**src/rtl/key_set_pkg.sv**
```systemverilog
// Constants for the key setting command handler
package key_set_pkg;
	// Framing bytes
	localparam logic [7:0] CMD_START_BYTE = 8'h01;
	localparam logic [7:0] DATA_START_BYTE = 8'h81;
	localparam logic [7:0] END_BYTE = 8'h03;
	// Command codes and the length each one needs
	localparam logic [7:0] CMD_KEY_SET = 8'h28;
	localparam logic [7:0] CMD_USER_KEY_SET = 8'h2a;
	localparam logic [15:0] KEY_SET_LEN = 16'h0002;
	localparam logic [15:0] USER_KEY_SET_LEN = 16'h0006;
	localparam logic [15:0] CMD_MAX_LEN = 16'h0006;
	// Key types
	localparam logic [7:0] KEY_LEVEL_TWO = 8'h01;
	localparam logic [7:0] KEY_LEVEL_ONE = 8'h02;
	localparam logic [7:0] KEY_RETURN = 8'h03;
	// Authentication levels as presented on auth_level_in
	localparam logic [1:0] AUTH_LEVEL_ONE = 2'h1;
	localparam logic [1:0] AUTH_LEVEL_TWO = 2'h2;
	// Key data packet
	localparam logic [15:0] KEY_DATA_LEN = 16'h0055;
	localparam int KEY_DATA_BYTES = 84;
	// Status packet
	localparam logic [7:0] RESP_OK = 8'h28;
	localparam logic [7:0] RESP_ERR = 8'ha8;
	localparam logic [15:0] STATUS_LEN = 16'h000a;
	localparam logic [31:0] UNUSED_WORD = 32'hffffffff;
	localparam logic [3:0] STATUS_BYTES = 4'hf;
	localparam logic [3:0] STATUS_SUM_IDX = 4'hd;
	// Status codes
	localparam logic [7:0] STS_OK = 8'h00;
	localparam logic [7:0] STS_PACKET_ERR = 8'hc1;
	localparam logic [7:0] STS_CHECKSUM_ERR = 8'hc2;
	localparam logic [7:0] STS_ACCEPT_ERR = 8'hc3;
	localparam logic [7:0] STS_PARAM_ERR = 8'hc5;
	localparam logic [7:0] STS_SECURE_ERR = 8'hd0;
	localparam logic [7:0] STS_TRUSTED_ERR = 8'hd1;
	localparam logic [7:0] STS_FLASH_ERR = 8'he1;

	typedef enum logic [16:0] {
		ST_IDLE = 17'h00001,
		ST_CLEN_H = 17'h00002,
		ST_CLEN_L = 17'h00004,
		ST_CPAY = 17'h00008,
		ST_CSUM = 17'h00010,
		ST_CETX = 17'h00020,
		ST_SEND = 17'h00040,
		ST_DWAIT = 17'h00080,
		ST_DLEN_H = 17'h00100,
		ST_DLEN_L = 17'h00200,
		ST_DRES = 17'h00400,
		ST_DPAY = 17'h00800,
		ST_DSUM = 17'h01000,
		ST_DETX = 17'h02000,
		ST_WRAP = 17'h04000,
		ST_FLASH = 17'h08000,
		ST_HALT = 17'h10000
	} st_e;
endpackage : key_set_pkg

```
**src/rtl/key_data_mem.sv**
```systemverilog
// Byte store for the received key data, registered read port
`timescale 1ns/1ps
module key_data_mem #(
	parameter int WIDTH = 8,
	parameter int DEPTH = 84,
	parameter int AW = 7
) (
	input wire logic core_clk_in,
	input wire logic ce_in,
	input wire logic wr_en_in,
	input wire logic [AW-1:0] wr_addr_in,
	input wire logic [WIDTH-1:0] wr_data_in,
	input wire logic [AW-1:0] rd_addr_in,
	output logic [WIDTH-1:0] rd_data_out
);
	logic [WIDTH-1:0] mem_q [DEPTH];

	always_ff @(posedge core_clk_in) begin
		if (ce_in) begin
			if (wr_en_in) begin
				mem_q[wr_addr_in] <= wr_data_in;
			end
			rd_data_out <= mem_q[rd_addr_in];
		end
	end
endmodule : key_data_mem

```
**src/rtl/key_set_cmd.sv**
```systemverilog
// Key setting command interpreter: command framing, checks, key data, status packets
`timescale 1ns/1ps
//
// Overview of operation
// [RULE1] Success status: 81,00,0A,28,00, all-ones details and address, sum D6, 03.
// [RULE2] Failure status: 81,00,0A,A8, status code, details, address, sum, 03.
// [RULE3] A command packet starts at byte 01h; all other bytes are ignored.
// [RULE4] Missing end byte in a command packet gives a packet error.
// [RULE5] Command checksum mismatch gives a checksum error.
// [RULE6] Length wrong for the format or for the command gives a packet error.
// [RULE7] Any framing, acceptance or data error aborts; nothing is written.
// [RULE8] Forbidden lifecycle state or pending encrypted write gives acceptance error.
// [RULE9] Undefined key type gives a parameter error.
// [RULE10] Key type not allowed at current level gives a secure error.
// [RULE11] Level 2 allows all three key types; level 1 only the level-one key.
// [RULE12] OK status is sent before the key data packet is accepted.
// [RULE13] A data packet starts at byte 81h; other bytes are discarded.
// [RULE14] Data packet: bad end byte or length is packet error, bad sum checksum.
// [RULE15] Wrong response byte in the data packet gives a packet error.
// [RULE16] More data than the command specifies gives a parameter error.
// [RULE17] Trusted subsystem abnormal after wrapping: no response at all.
// [RULE18] Wrapping failure gives a trusted-system error.
// [RULE19] Flash write failure gives flash access error carrying flash status.
// [RULE20] Successful key write is answered with OK.
// [RULE21] Highest-priority error is reported; unused fields read all-ones.
// [RULE22] User-key command: length 06h, code 2Ah, address MSB first, then key type.
// [RULE23] Key setting command: length 02h, code 28h, one key-type byte 01h..03h.
// [RULE24] Key data packet: length 0055h, response 28h, 84 bytes of key material.
// [RULE25] Checksum is two's complement of the sum from length high through data.
module key_set_cmd
	import key_set_pkg::*;
#(
	parameter int MEM_AW = 7
) (
	input wire logic core_clk_in,
	input wire logic rst_n_in,
	input wire logic ce_in,
	input wire logic [7:0] rx_data_in,
	input wire logic rx_valid_in,
	output logic [7:0] tx_data_out,
	output logic tx_valid_out,
	input wire logic tx_ready_in,
	input wire logic lifecycle_forbid_in,
	input wire logic enc_write_pending_in,
	input wire logic [1:0] auth_level_in,
	output logic [7:0] key_type_byte_out,
	output logic wrap_start_out,
	input wire logic wrap_done_in,
	input wire logic wrap_fail_in,
	input wire logic trusted_abnormal_in,
	output logic flash_start_out,
	input wire logic flash_done_in,
	input wire logic flash_error_in,
	input wire logic [31:0] flash_status_in,
	input wire logic [MEM_AW-1:0] key_rd_addr_in,
	output logic [7:0] key_rd_data_out,
	output logic [31:0] key_store_address_out,
	output logic [7:0] user_key_type_out,
	output logic user_key_cmd_out
);
	typedef struct packed {
		st_e state;
		st_e ret;
		logic [15:0] cnt;
		logic [15:0] len;
		logic [7:0] acc;
		logic [7:0] cmd;
		logic [39:0] par;
		logic res_bad;
		logic [3:0] idx;
		logic [7:0] res;
		logic [7:0] sts;
		logic [31:0] st2;
		logic [7:0] tx_data;
		logic tx_valid;
		logic [7:0] key_type;
		logic wrap_start;
		logic flash_start;
		logic [31:0] key_addr;
		logic [7:0] ukey_type;
		logic ukey_cmd;
	} state_s;

	state_s st_q;
	state_s st_d;
	logic mem_we;

	////////////////////////////////////////////////////////////////////////////////
	// Status packet builder

	function automatic logic [7:0] status_raw(input logic [3:0] i, input logic [7:0] r,
			input logic [7:0] s, input logic [31:0] d);
		case (i)
			4'h0: status_raw = DATA_START_BYTE;
			4'h1: status_raw = STATUS_LEN[15:8];
			4'h2: status_raw = STATUS_LEN[7:0];
			4'h3: status_raw = r;
			4'h4: status_raw = s;
			4'h5: status_raw = d[31:24];
			4'h6: status_raw = d[23:16];
			4'h7: status_raw = d[15:8];
			4'h8: status_raw = d[7:0];
			4'h9, 4'ha, 4'hb, 4'hc: status_raw = 8'hff;
			4'he: status_raw = END_BYTE;
			default: status_raw = 8'h00;
		endcase
	endfunction : status_raw

	function automatic logic [7:0] status_byte(input logic [3:0] i, input logic [7:0] r,
			input logic [7:0] s, input logic [31:0] d);
		logic [7:0] sum;
		sum = 8'h00;
		if (i == STATUS_SUM_IDX) begin
			for (int k = 1; k < 13; k++) begin
				sum = sum + status_raw(4'(k), r, s, d); // [RULE25]
			end
			status_byte = 8'(-sum);
		end else begin
			status_byte = status_raw(i, r, s, d);
		end
	endfunction : status_byte

	// Payload bytes to collect: a length the format cannot hold is taken as the command
	// byte alone, so the sum and end bytes still line up where a sane host put them
	function automatic logic [15:0] cmd_pay_len(input logic [15:0] l);
		if (l == 16'h0000 || l > CMD_MAX_LEN) begin
			cmd_pay_len = 16'h0001;
		end else begin
			cmd_pay_len = l;
		end
	endfunction : cmd_pay_len

	function automatic logic key_allowed(input logic [1:0] lvl, input logic [7:0] kt);
		key_allowed = (lvl == AUTH_LEVEL_TWO) || (lvl == AUTH_LEVEL_ONE && kt == KEY_LEVEL_ONE);
	endfunction : key_allowed

	////////////////////////////////////////////////////////////////////////////////
	// Sequencer

	always_comb begin
		logic go;
		logic [7:0] snd_sts;
		logic [31:0] snd_st2;
		st_e snd_ret;
		logic [7:0] b;
		go = 1'b0;
		snd_sts = STS_OK;
		snd_st2 = UNUSED_WORD;
		snd_ret = ST_IDLE;
		b = rx_data_in;
		st_d = st_q;
		st_d.wrap_start = 1'b0;
		st_d.flash_start = 1'b0;
		st_d.ukey_cmd = 1'b0;
		mem_we = 1'b0;
		case (st_q.state)
			ST_IDLE: begin
				if (rx_valid_in && b == CMD_START_BYTE) begin // [RULE3]
					st_d.state = ST_CLEN_H;
					st_d.acc = 8'h00;
				end
			end
			ST_CLEN_H: begin
				if (rx_valid_in) begin
					st_d.len[15:8] = b;
					st_d.acc = st_q.acc + b;
					st_d.state = ST_CLEN_L;
				end
			end
			ST_CLEN_L: begin
				if (rx_valid_in) begin
					st_d.len[7:0] = b;
					st_d.acc = st_q.acc + b;
					st_d.cnt = 16'h0000;
					st_d.par = 40'h0;
					st_d.state = ST_CPAY;
				end
			end
			ST_CPAY: begin
				if (rx_valid_in) begin
					st_d.acc = st_q.acc + b;
					if (st_q.cnt == 16'h0000) begin
						st_d.cmd = b;
					end else begin
						st_d.par = {st_q.par[31:0], b}; // [RULE22] Address arrives MSB first
					end
					st_d.cnt = st_q.cnt + 16'h0001;
					if (st_q.cnt + 16'h0001 == cmd_pay_len(st_q.len)) begin
						st_d.state = ST_CSUM;
					end
				end
			end
			ST_CSUM: begin
				if (rx_valid_in) begin
					st_d.acc = st_q.acc + b;
					st_d.state = ST_CETX;
				end
			end
			ST_CETX: begin
				if (rx_valid_in) begin
					// Priority chain, most important first [RULE21]
					st_d.state = ST_IDLE; // [RULE7]
					if (st_q.cmd != CMD_KEY_SET && st_q.cmd != CMD_USER_KEY_SET) begin
						st_d.state = ST_IDLE;
					end else if (b != END_BYTE) begin // [RULE4]
						go = 1'b1;
						snd_sts = STS_PACKET_ERR;
					end else if (st_q.acc != 8'h00) begin // [RULE5] [RULE25]
						go = 1'b1;
						snd_sts = STS_CHECKSUM_ERR;
					end else if (cmd_pay_len(st_q.len) != st_q.len) begin // [RULE6]
						go = 1'b1;
						snd_sts = STS_PACKET_ERR;
					end else if ((st_q.cmd == CMD_KEY_SET && st_q.len != KEY_SET_LEN) ||
							(st_q.cmd == CMD_USER_KEY_SET && st_q.len != USER_KEY_SET_LEN)) begin
						go = 1'b1; // [RULE6] [RULE22] [RULE23]
						snd_sts = STS_PACKET_ERR;
					end else if (st_q.cmd == CMD_USER_KEY_SET) begin
						st_d.key_addr = st_q.par[39:8]; // [RULE22]
						st_d.ukey_type = st_q.par[7:0];
						st_d.ukey_cmd = 1'b1;
					end else if (lifecycle_forbid_in || enc_write_pending_in) begin // [RULE8]
						go = 1'b1;
						snd_sts = STS_ACCEPT_ERR;
					end else if (st_q.par[7:0] < KEY_LEVEL_TWO || st_q.par[7:0] > KEY_RETURN) begin
						go = 1'b1; // [RULE9] [RULE23]
						snd_sts = STS_PARAM_ERR;
					end else if (!key_allowed(auth_level_in, st_q.par[7:0])) begin // [RULE10] [RULE11]
						go = 1'b1;
						snd_sts = STS_SECURE_ERR;
					end else begin
						st_d.key_type = st_q.par[7:0];
						go = 1'b1; // [RULE12]
						snd_sts = STS_OK;
						snd_ret = ST_DWAIT;
					end
				end
			end
			ST_SEND: begin
				if (!st_q.tx_valid || tx_ready_in) begin
					if (st_q.idx == STATUS_BYTES) begin
						st_d.tx_valid = 1'b0;
						st_d.state = st_q.ret;
					end else begin
						st_d.tx_data = status_byte(st_q.idx, st_q.res, st_q.sts, st_q.st2);
						st_d.tx_valid = 1'b1; // [RULE1] [RULE2]
						st_d.idx = st_q.idx + 4'h1;
					end
				end
			end
			ST_DWAIT: begin
				if (rx_valid_in && b == DATA_START_BYTE) begin // [RULE13]
					st_d.state = ST_DLEN_H;
					st_d.acc = 8'h00;
				end
			end
			ST_DLEN_H: begin
				if (rx_valid_in) begin
					st_d.len[15:8] = b;
					st_d.acc = st_q.acc + b;
					st_d.state = ST_DLEN_L;
				end
			end
			ST_DLEN_L: begin
				if (rx_valid_in) begin
					st_d.len[7:0] = b;
					st_d.acc = st_q.acc + b;
					st_d.res_bad = 1'b1;
					st_d.state = ({st_q.len[15:8], b} == 16'h0000) ? ST_DSUM : ST_DRES;
				end
			end
			ST_DRES: begin
				if (rx_valid_in) begin
					st_d.acc = st_q.acc + b;
					st_d.res_bad = (b != RESP_OK); // [RULE15]
					st_d.cnt = 16'h0000;
					st_d.state = (st_q.len == 16'h0001) ? ST_DSUM : ST_DPAY;
				end
			end
			ST_DPAY: begin
				if (rx_valid_in) begin
					st_d.acc = st_q.acc + b;
					// Bytes past the buffer only feed the sum; the length check rejects them
					mem_we = (st_q.cnt < 16'(KEY_DATA_BYTES)); // [RULE24]
					st_d.cnt = st_q.cnt + 16'h0001;
					if (st_q.cnt + 16'h0002 == st_q.len) begin
						st_d.state = ST_DSUM;
					end
				end
			end
			ST_DSUM: begin
				if (rx_valid_in) begin
					st_d.acc = st_q.acc + b;
					st_d.state = ST_DETX;
				end
			end
			ST_DETX: begin
				if (rx_valid_in) begin
					st_d.state = ST_IDLE; // [RULE7]
					go = 1'b1;
					if (b != END_BYTE) begin // [RULE14]
						snd_sts = STS_PACKET_ERR;
					end else if (st_q.acc != 8'h00) begin // [RULE14] [RULE25]
						snd_sts = STS_CHECKSUM_ERR;
					end else if (st_q.len < KEY_DATA_LEN) begin // [RULE14]
						snd_sts = STS_PACKET_ERR;
					end else if (st_q.res_bad) begin // [RULE15]
						snd_sts = STS_PACKET_ERR;
					end else if (st_q.len > KEY_DATA_LEN) begin // [RULE16]
						snd_sts = STS_PARAM_ERR;
					end else begin
						go = 1'b0;
						st_d.wrap_start = 1'b1;
						st_d.state = ST_WRAP;
					end
				end
			end
			ST_WRAP: begin
				if (trusted_abnormal_in) begin // [RULE17]
					st_d.state = ST_HALT;
				end else if (wrap_done_in) begin
					if (wrap_fail_in) begin // [RULE18]
						go = 1'b1;
						snd_sts = STS_TRUSTED_ERR;
					end else begin
						st_d.flash_start = 1'b1;
						st_d.state = ST_FLASH;
					end
				end
			end
			ST_FLASH: begin
				if (trusted_abnormal_in) begin // [RULE17]
					st_d.state = ST_HALT;
				end else if (flash_done_in) begin
					go = 1'b1;
					if (flash_error_in) begin // [RULE19]
						snd_sts = STS_FLASH_ERR;
						snd_st2 = flash_status_in;
					end else begin
						snd_sts = STS_OK; // [RULE20]
					end
				end
			end
			ST_HALT: begin
				// Silent until reset; the trusted subsystem is no longer believed
				st_d.state = ST_HALT;
			end
			default: begin
				st_d.state = ST_IDLE;
			end
		endcase
		if (go) begin
			st_d.state = ST_SEND;
			st_d.ret = snd_ret;
			st_d.idx = 4'h0;
			st_d.sts = snd_sts;
			st_d.res = (snd_sts == STS_OK) ? RESP_OK : RESP_ERR; // [RULE1] [RULE2]
			st_d.st2 = snd_st2; // [RULE21]
		end
	end

	always_ff @(posedge core_clk_in) begin
		if (!rst_n_in) begin
			st_q <= '{state: ST_IDLE, ret: ST_IDLE, default: '0};
		end else if (ce_in) begin
			st_q <= st_d;
		end
	end

	key_data_mem #(.WIDTH(8), .DEPTH(KEY_DATA_BYTES), .AW(MEM_AW)) u_mem (
		.core_clk_in(core_clk_in),
		.ce_in(ce_in),
		.wr_en_in(mem_we),
		.wr_addr_in(st_q.cnt[MEM_AW-1:0]),
		.wr_data_in(rx_data_in),
		.rd_addr_in(key_rd_addr_in),
		.rd_data_out(key_rd_data_out)
	);

	assign tx_data_out = st_q.tx_data;
	assign tx_valid_out = st_q.tx_valid;
	assign key_type_byte_out = st_q.key_type;
	assign wrap_start_out = st_q.wrap_start;
	assign flash_start_out = st_q.flash_start;
	assign key_store_address_out = st_q.key_addr;
	assign user_key_type_out = st_q.ukey_type;
	assign user_key_cmd_out = st_q.ukey_cmd;
endmodule : key_set_cmd

```
**config.mk**
```make
export PLATFORM = sky130hd
export DESIGN_NAME = key_set_cmd
export DESIGN_NICKNAME = d
export VERILOG_FILES = /design/src/rtl/key_set_pkg.sv /design/src/rtl/key_data_mem.sv /design/src/rtl/key_set_cmd.sv
export SDC_FILE = /design/constraint.sdc
export NUM_CORES = 1
export LEC_CHECK = 0
export BUFFER_PORTS_ARGS = -buffer_cell sky130_fd_sc_hd__buf_2
export CORE_MARGIN = 2
export CORE_UTILIZATION = 62
export DETAILED_ROUTE_END_ITERATION = 6
export PLACE_DENSITY = 0.9
export SYNTH_ARGS = -nofsm -noshare
export SYNTH_HDL_FRONTEND = slang
export SYNTH_SLANG_ARGS = --single-unit
```
**constraint.sdc**
```tcl
create_clock -name core_clk_in -period 4.94 [get_ports core_clk_in]
set_input_delay 0.988 -clock core_clk_in [delete_from_list [all_inputs] [get_ports core_clk_in]]
set_output_delay 0.988 -clock core_clk_in [all_outputs]
set_load 0.03 [all_outputs]
```
==> impl_metrics.env <==
export IMPL_status="finished, violations left"
export IMPL_violations="DRC"
export IMPL_internal_power_w=0.01217
export IMPL_worst_pin_slew_ns=1.295
export IMPL_period_needed_ns=4.348
export IMPL_cts_max_level=3
export IMPL_drcViolationCount=4
export IMPL_worstPathCellList="inv_1 -> ha_1 -> fa_1 -> inv_1 -> fa_1 -> fa_1 -> inv_1 -> fa_1 -> ha_1 -> a21o_1 -> a21oi_1 -> o21bai_1 -> a21oi_1 -> xnor2_1 -> o221ai_1 -> o211a_1"
export IMPL_wl_um=106200
export IMPL_setup_worst_path_class="reg2reg"
export IMPL_r2r_cells=16
export IMPL_syn_area_um2=38670
export IMPL_io_buffers=128
export IMPL_p_sw_frac=0.2273
export IMPL_fp_dieH_um=253.8
export IMPL_final_hold_viol_count=0
export IMPL_clk_pin_slew_ns=0.06
export IMPL_grtUsageTotal=0.3357
export IMPL_min_period_over_period=0.8802
export IMPL_fin_setup_tns_ns=0
export IMPL_clk_latency_ns=0.67
export IMPL_avgSynthCellArea_um2=14.43
export IMPL_fin_skew_ns=0.05249
export IMPL_worstPathRequired_ns=5.48
export IMPL_die_area_um2=64390
export IMPL_ys_ff_latch=892
export IMPL_power_share_clock=0.425
export IMPL_p_sw_w=0.003580
export IMPL_hpwlAfterDp_um=63370
export IMPL_crit_path_max_incr_delay_ns=0.52
export IMPL_start_kind="flip-flop"
export IMPL_layout_nets=2843
export IMPL_ir_worst_vdd_uv=286.9
export IMPL_ys_seq_area_frac=0.6377
export IMPL_dr_pass1_iters=7
export IMPL_slew_headroom=0.1368
export IMPL_timing_max_cap_violations=0
export IMPL_fin_hold_ws_ns=0.4527
export IMPL_vias=24590
export IMPL_cts_buffers=86
export IMPL_layout_common_cells="edfxtp_1, nand2_1, mux4_2, nor2_1, dfxtp_1"
export IMPL_p_per_area_nw_per_um2=370.4
export IMPL_post_cts_resized=0
export IMPL_synth_flop_cell="edfxtp_1"
export IMPL_fp_row_count=91
export IMPL_rsz0062_at_grt="no"
export IMPL_min_to="key_store_address_out[22]"
export IMPL_ff2ff_setup_slack_ns=0.59
export IMPL_pwr_share_comb=0.061
export IMPL_netlist_instances=2680
export IMPL_start_util=0.6267
export IMPL_ant_nets=0
export IMPL_area_growth_pct=9.974
export IMPL_final_common_cell="edfxtp_1"
export IMPL_cts_buffer_depth=3
export IMPL_core_region_area_um2=61710
export IMPL_io_pins=129
export IMPL_r2r_start="st_q[63]"
export IMPL_cpMostUsedCell="fa_1"
export IMPL_via_per_inst=6.779
export IMPL_overflow=0
export IMPL_slowest_stage="fa_1"
export IMPL_setup_viol=0
export IMPL_cp_max_fo=2
export IMPL_power_leakage_nw=14.14
export IMPL_root_buffer="clkbuf_16"
export IMPL_drt_initial_drc_count=3182
export IMPL_cts_tree="done"
export IMPL_holdBufCountCts=0
export IMPL_yosys_cell_types_count=93
export IMPL_syn_num_nets=2807
export IMPL_die_w_um=253.8
export IMPL_worstHoldStart="key_store_address_out[22]"
export IMPL_cts_sinks=892
export IMPL_gp_congestion=0.9291
export IMPL_wl_per_cell_um=29.28
export IMPL_grt_pass1_vias=24150
export IMPL_slew_violations=0
export IMPL_arrival_ns=4.89
export IMPL_synth_edf_count=680
export IMPL_synthArstFlopShare=0
export IMPL_layout_drive_gt1_share=0.1963
export IMPL_fmax_ghz=0.2300
export IMPL_seq_power_share=0.514
export IMPL_grt_start_max_net_pins=102
export IMPL_cp_end_kind="flip-flop"
export IMPL_grt_pass1_wl_um=157600
export IMPL_grt_antenna_before_repair=6
export IMPL_hold_depth=2
export IMPL_timing_rr_end="tx_data_out[7]"
export IMPL_postCtsSetupRepairBufs=0
export IMPL_holdCritPathClass="reg2reg"
export IMPL_yosysWarnings=0
[Yosys cell counts (all sizes together), types with 13 or more instances]
cell    count  share of area
inv        71         0.0069
o21ai      60         0.0081
mux2i      43          0.011
fa         27          0.014
nor4       25         0.0055
or4        13         0.0026
nand2b     13         0.0021
and3       23         0.0037
a211oi     22         0.0043
clkbuf    117          0.011
mux4      216           0.13
buf       100          0.017
nor2      217          0.021
and2       14         0.0023
nor3       86          0.011
nand3      87          0.011
nand2     233          0.023
xnor2      35         0.0079
xor2       15         0.0034
edfxtp    680           0.53
a21oi     161          0.021
ha         39          0.013
dfxtp     212           0.11
nand4      25         0.0049
[critical path: cells and delay by family (launching register included)]
family	cells	cell delay, ns
adders and majority gates	6	2.63
AOI/OAI and AO/OA	6	0.97
DFF	1	0.33
buffers and inverters	3	0.17
xor gates and xnor gates	1	0.15
[state kept, by name, summed over array words and instances, names as in the netlist]
signal                 flops
tx_valid_out               1
user_key_cmd_out           1
key_store_address_out     32
u_mem.rd_data_out          8
key_type_byte_out          8
u_mem.mem_q              672
flash_start_out            1
tx_data_out                8
st_q                     152
user_key_type_out          8
wrap_start_out             1
[routing by layer]
metal | vias up | global-route usage | wire, um | part of all wire
li1 | 10220 | - | - | -
met5 | - | 0 | 8 | 0.000075
met2 | 1730 | 0.5578 | 52940 | 0.50
met4 | 2 | 0.1892 | 6672 | 0.063
met1 | 12260 | 0.4139 | 36150 | 0.34
met3 | 382 | 0.06893 | 10460 | 0.098
[stage by stage]
stage               instances  cell area, um^2  total power (W)  worst slack [ns]  utilization
finish                   3628            42530          0.01575            0.5919       0.6892
global route             3626            42530          0.01608            0.4074       0.6891
CTS                      3623            42520          0.01575            0.6068       0.6890
detailed placement       3465            39700         0.009186            0.6328       0.6433
global placement         3465            39700         0.009138            0.6851       0.6433
floorplan                2680            38670         0.008841            0.9243            -
[power by group through the flow]
stage | combinational (W) | sequential [W] | clock [W]
final | 0.000958 | 0.00810 | 0.00670
after global routing | 0.00100 | 0.00810 | 0.00698
after CTS | 0.000943 | 0.00810 | 0.00671
after detailed placement | 0.000925 | 0.00826 | 0
after global placement | 0.000878 | 0.00826 | 0
after floorplan | 0.000572 | 0.00827 | 0
[how the worst max path moves through the flow]
| stage | to | depth (start not counted) | startpoint | slack [ns] |
|---|---|---|---|---|
| after global placement | tx_data_out[7] | 16 | st_q[63] | 0.69 |
| after global routing | tx_data_out[7] | 16 | st_q[63] | 0.41 |
| after CTS | tx_data_out[7] | 16 | st_q[63] | 0.61 |
| final | tx_data_out[7] | 16 | st_q[63] | 0.59 |
| after floorplan | tx_data_out[7] | 16 | st_q[63] | 0.92 |
| after detailed placement | tx_data_out[7] | 16 | st_q[63] | 0.63 |
[logic make-up after synthesis]
family                   after synthesis  share of synthesized area
AO/OA/AOI/OAI                        326                    0.05170
XOR/XNOR                              50                    0.01132
adder cells (fa/ha/maj)               66                    0.02659
buffers and inverters                289                    0.03533
flip-flops                           892                     0.6377
multiplexers                         260                     0.1372
AND/OR/NAND/NOR                      797                     0.1001
[cell type report]
| cell class | count | area, um^2 |
|---|---|---|
| clock buffers | 105 | 2286 |
| well taps | 837 | 1047 |
| clock inverters | 53 | 535.5 |
| inverters | 72 | 272.8 |
| multi-input cells | 1499 | 12660 |
| fillers | 3867 | 19180 |
| repair buffers | 165 | 1055 |
| diodes | 5 | 12.51 |
| flip-flops and latches | 892 | 24660 |
Note: power is estimated with default switching activity, not from simulation.
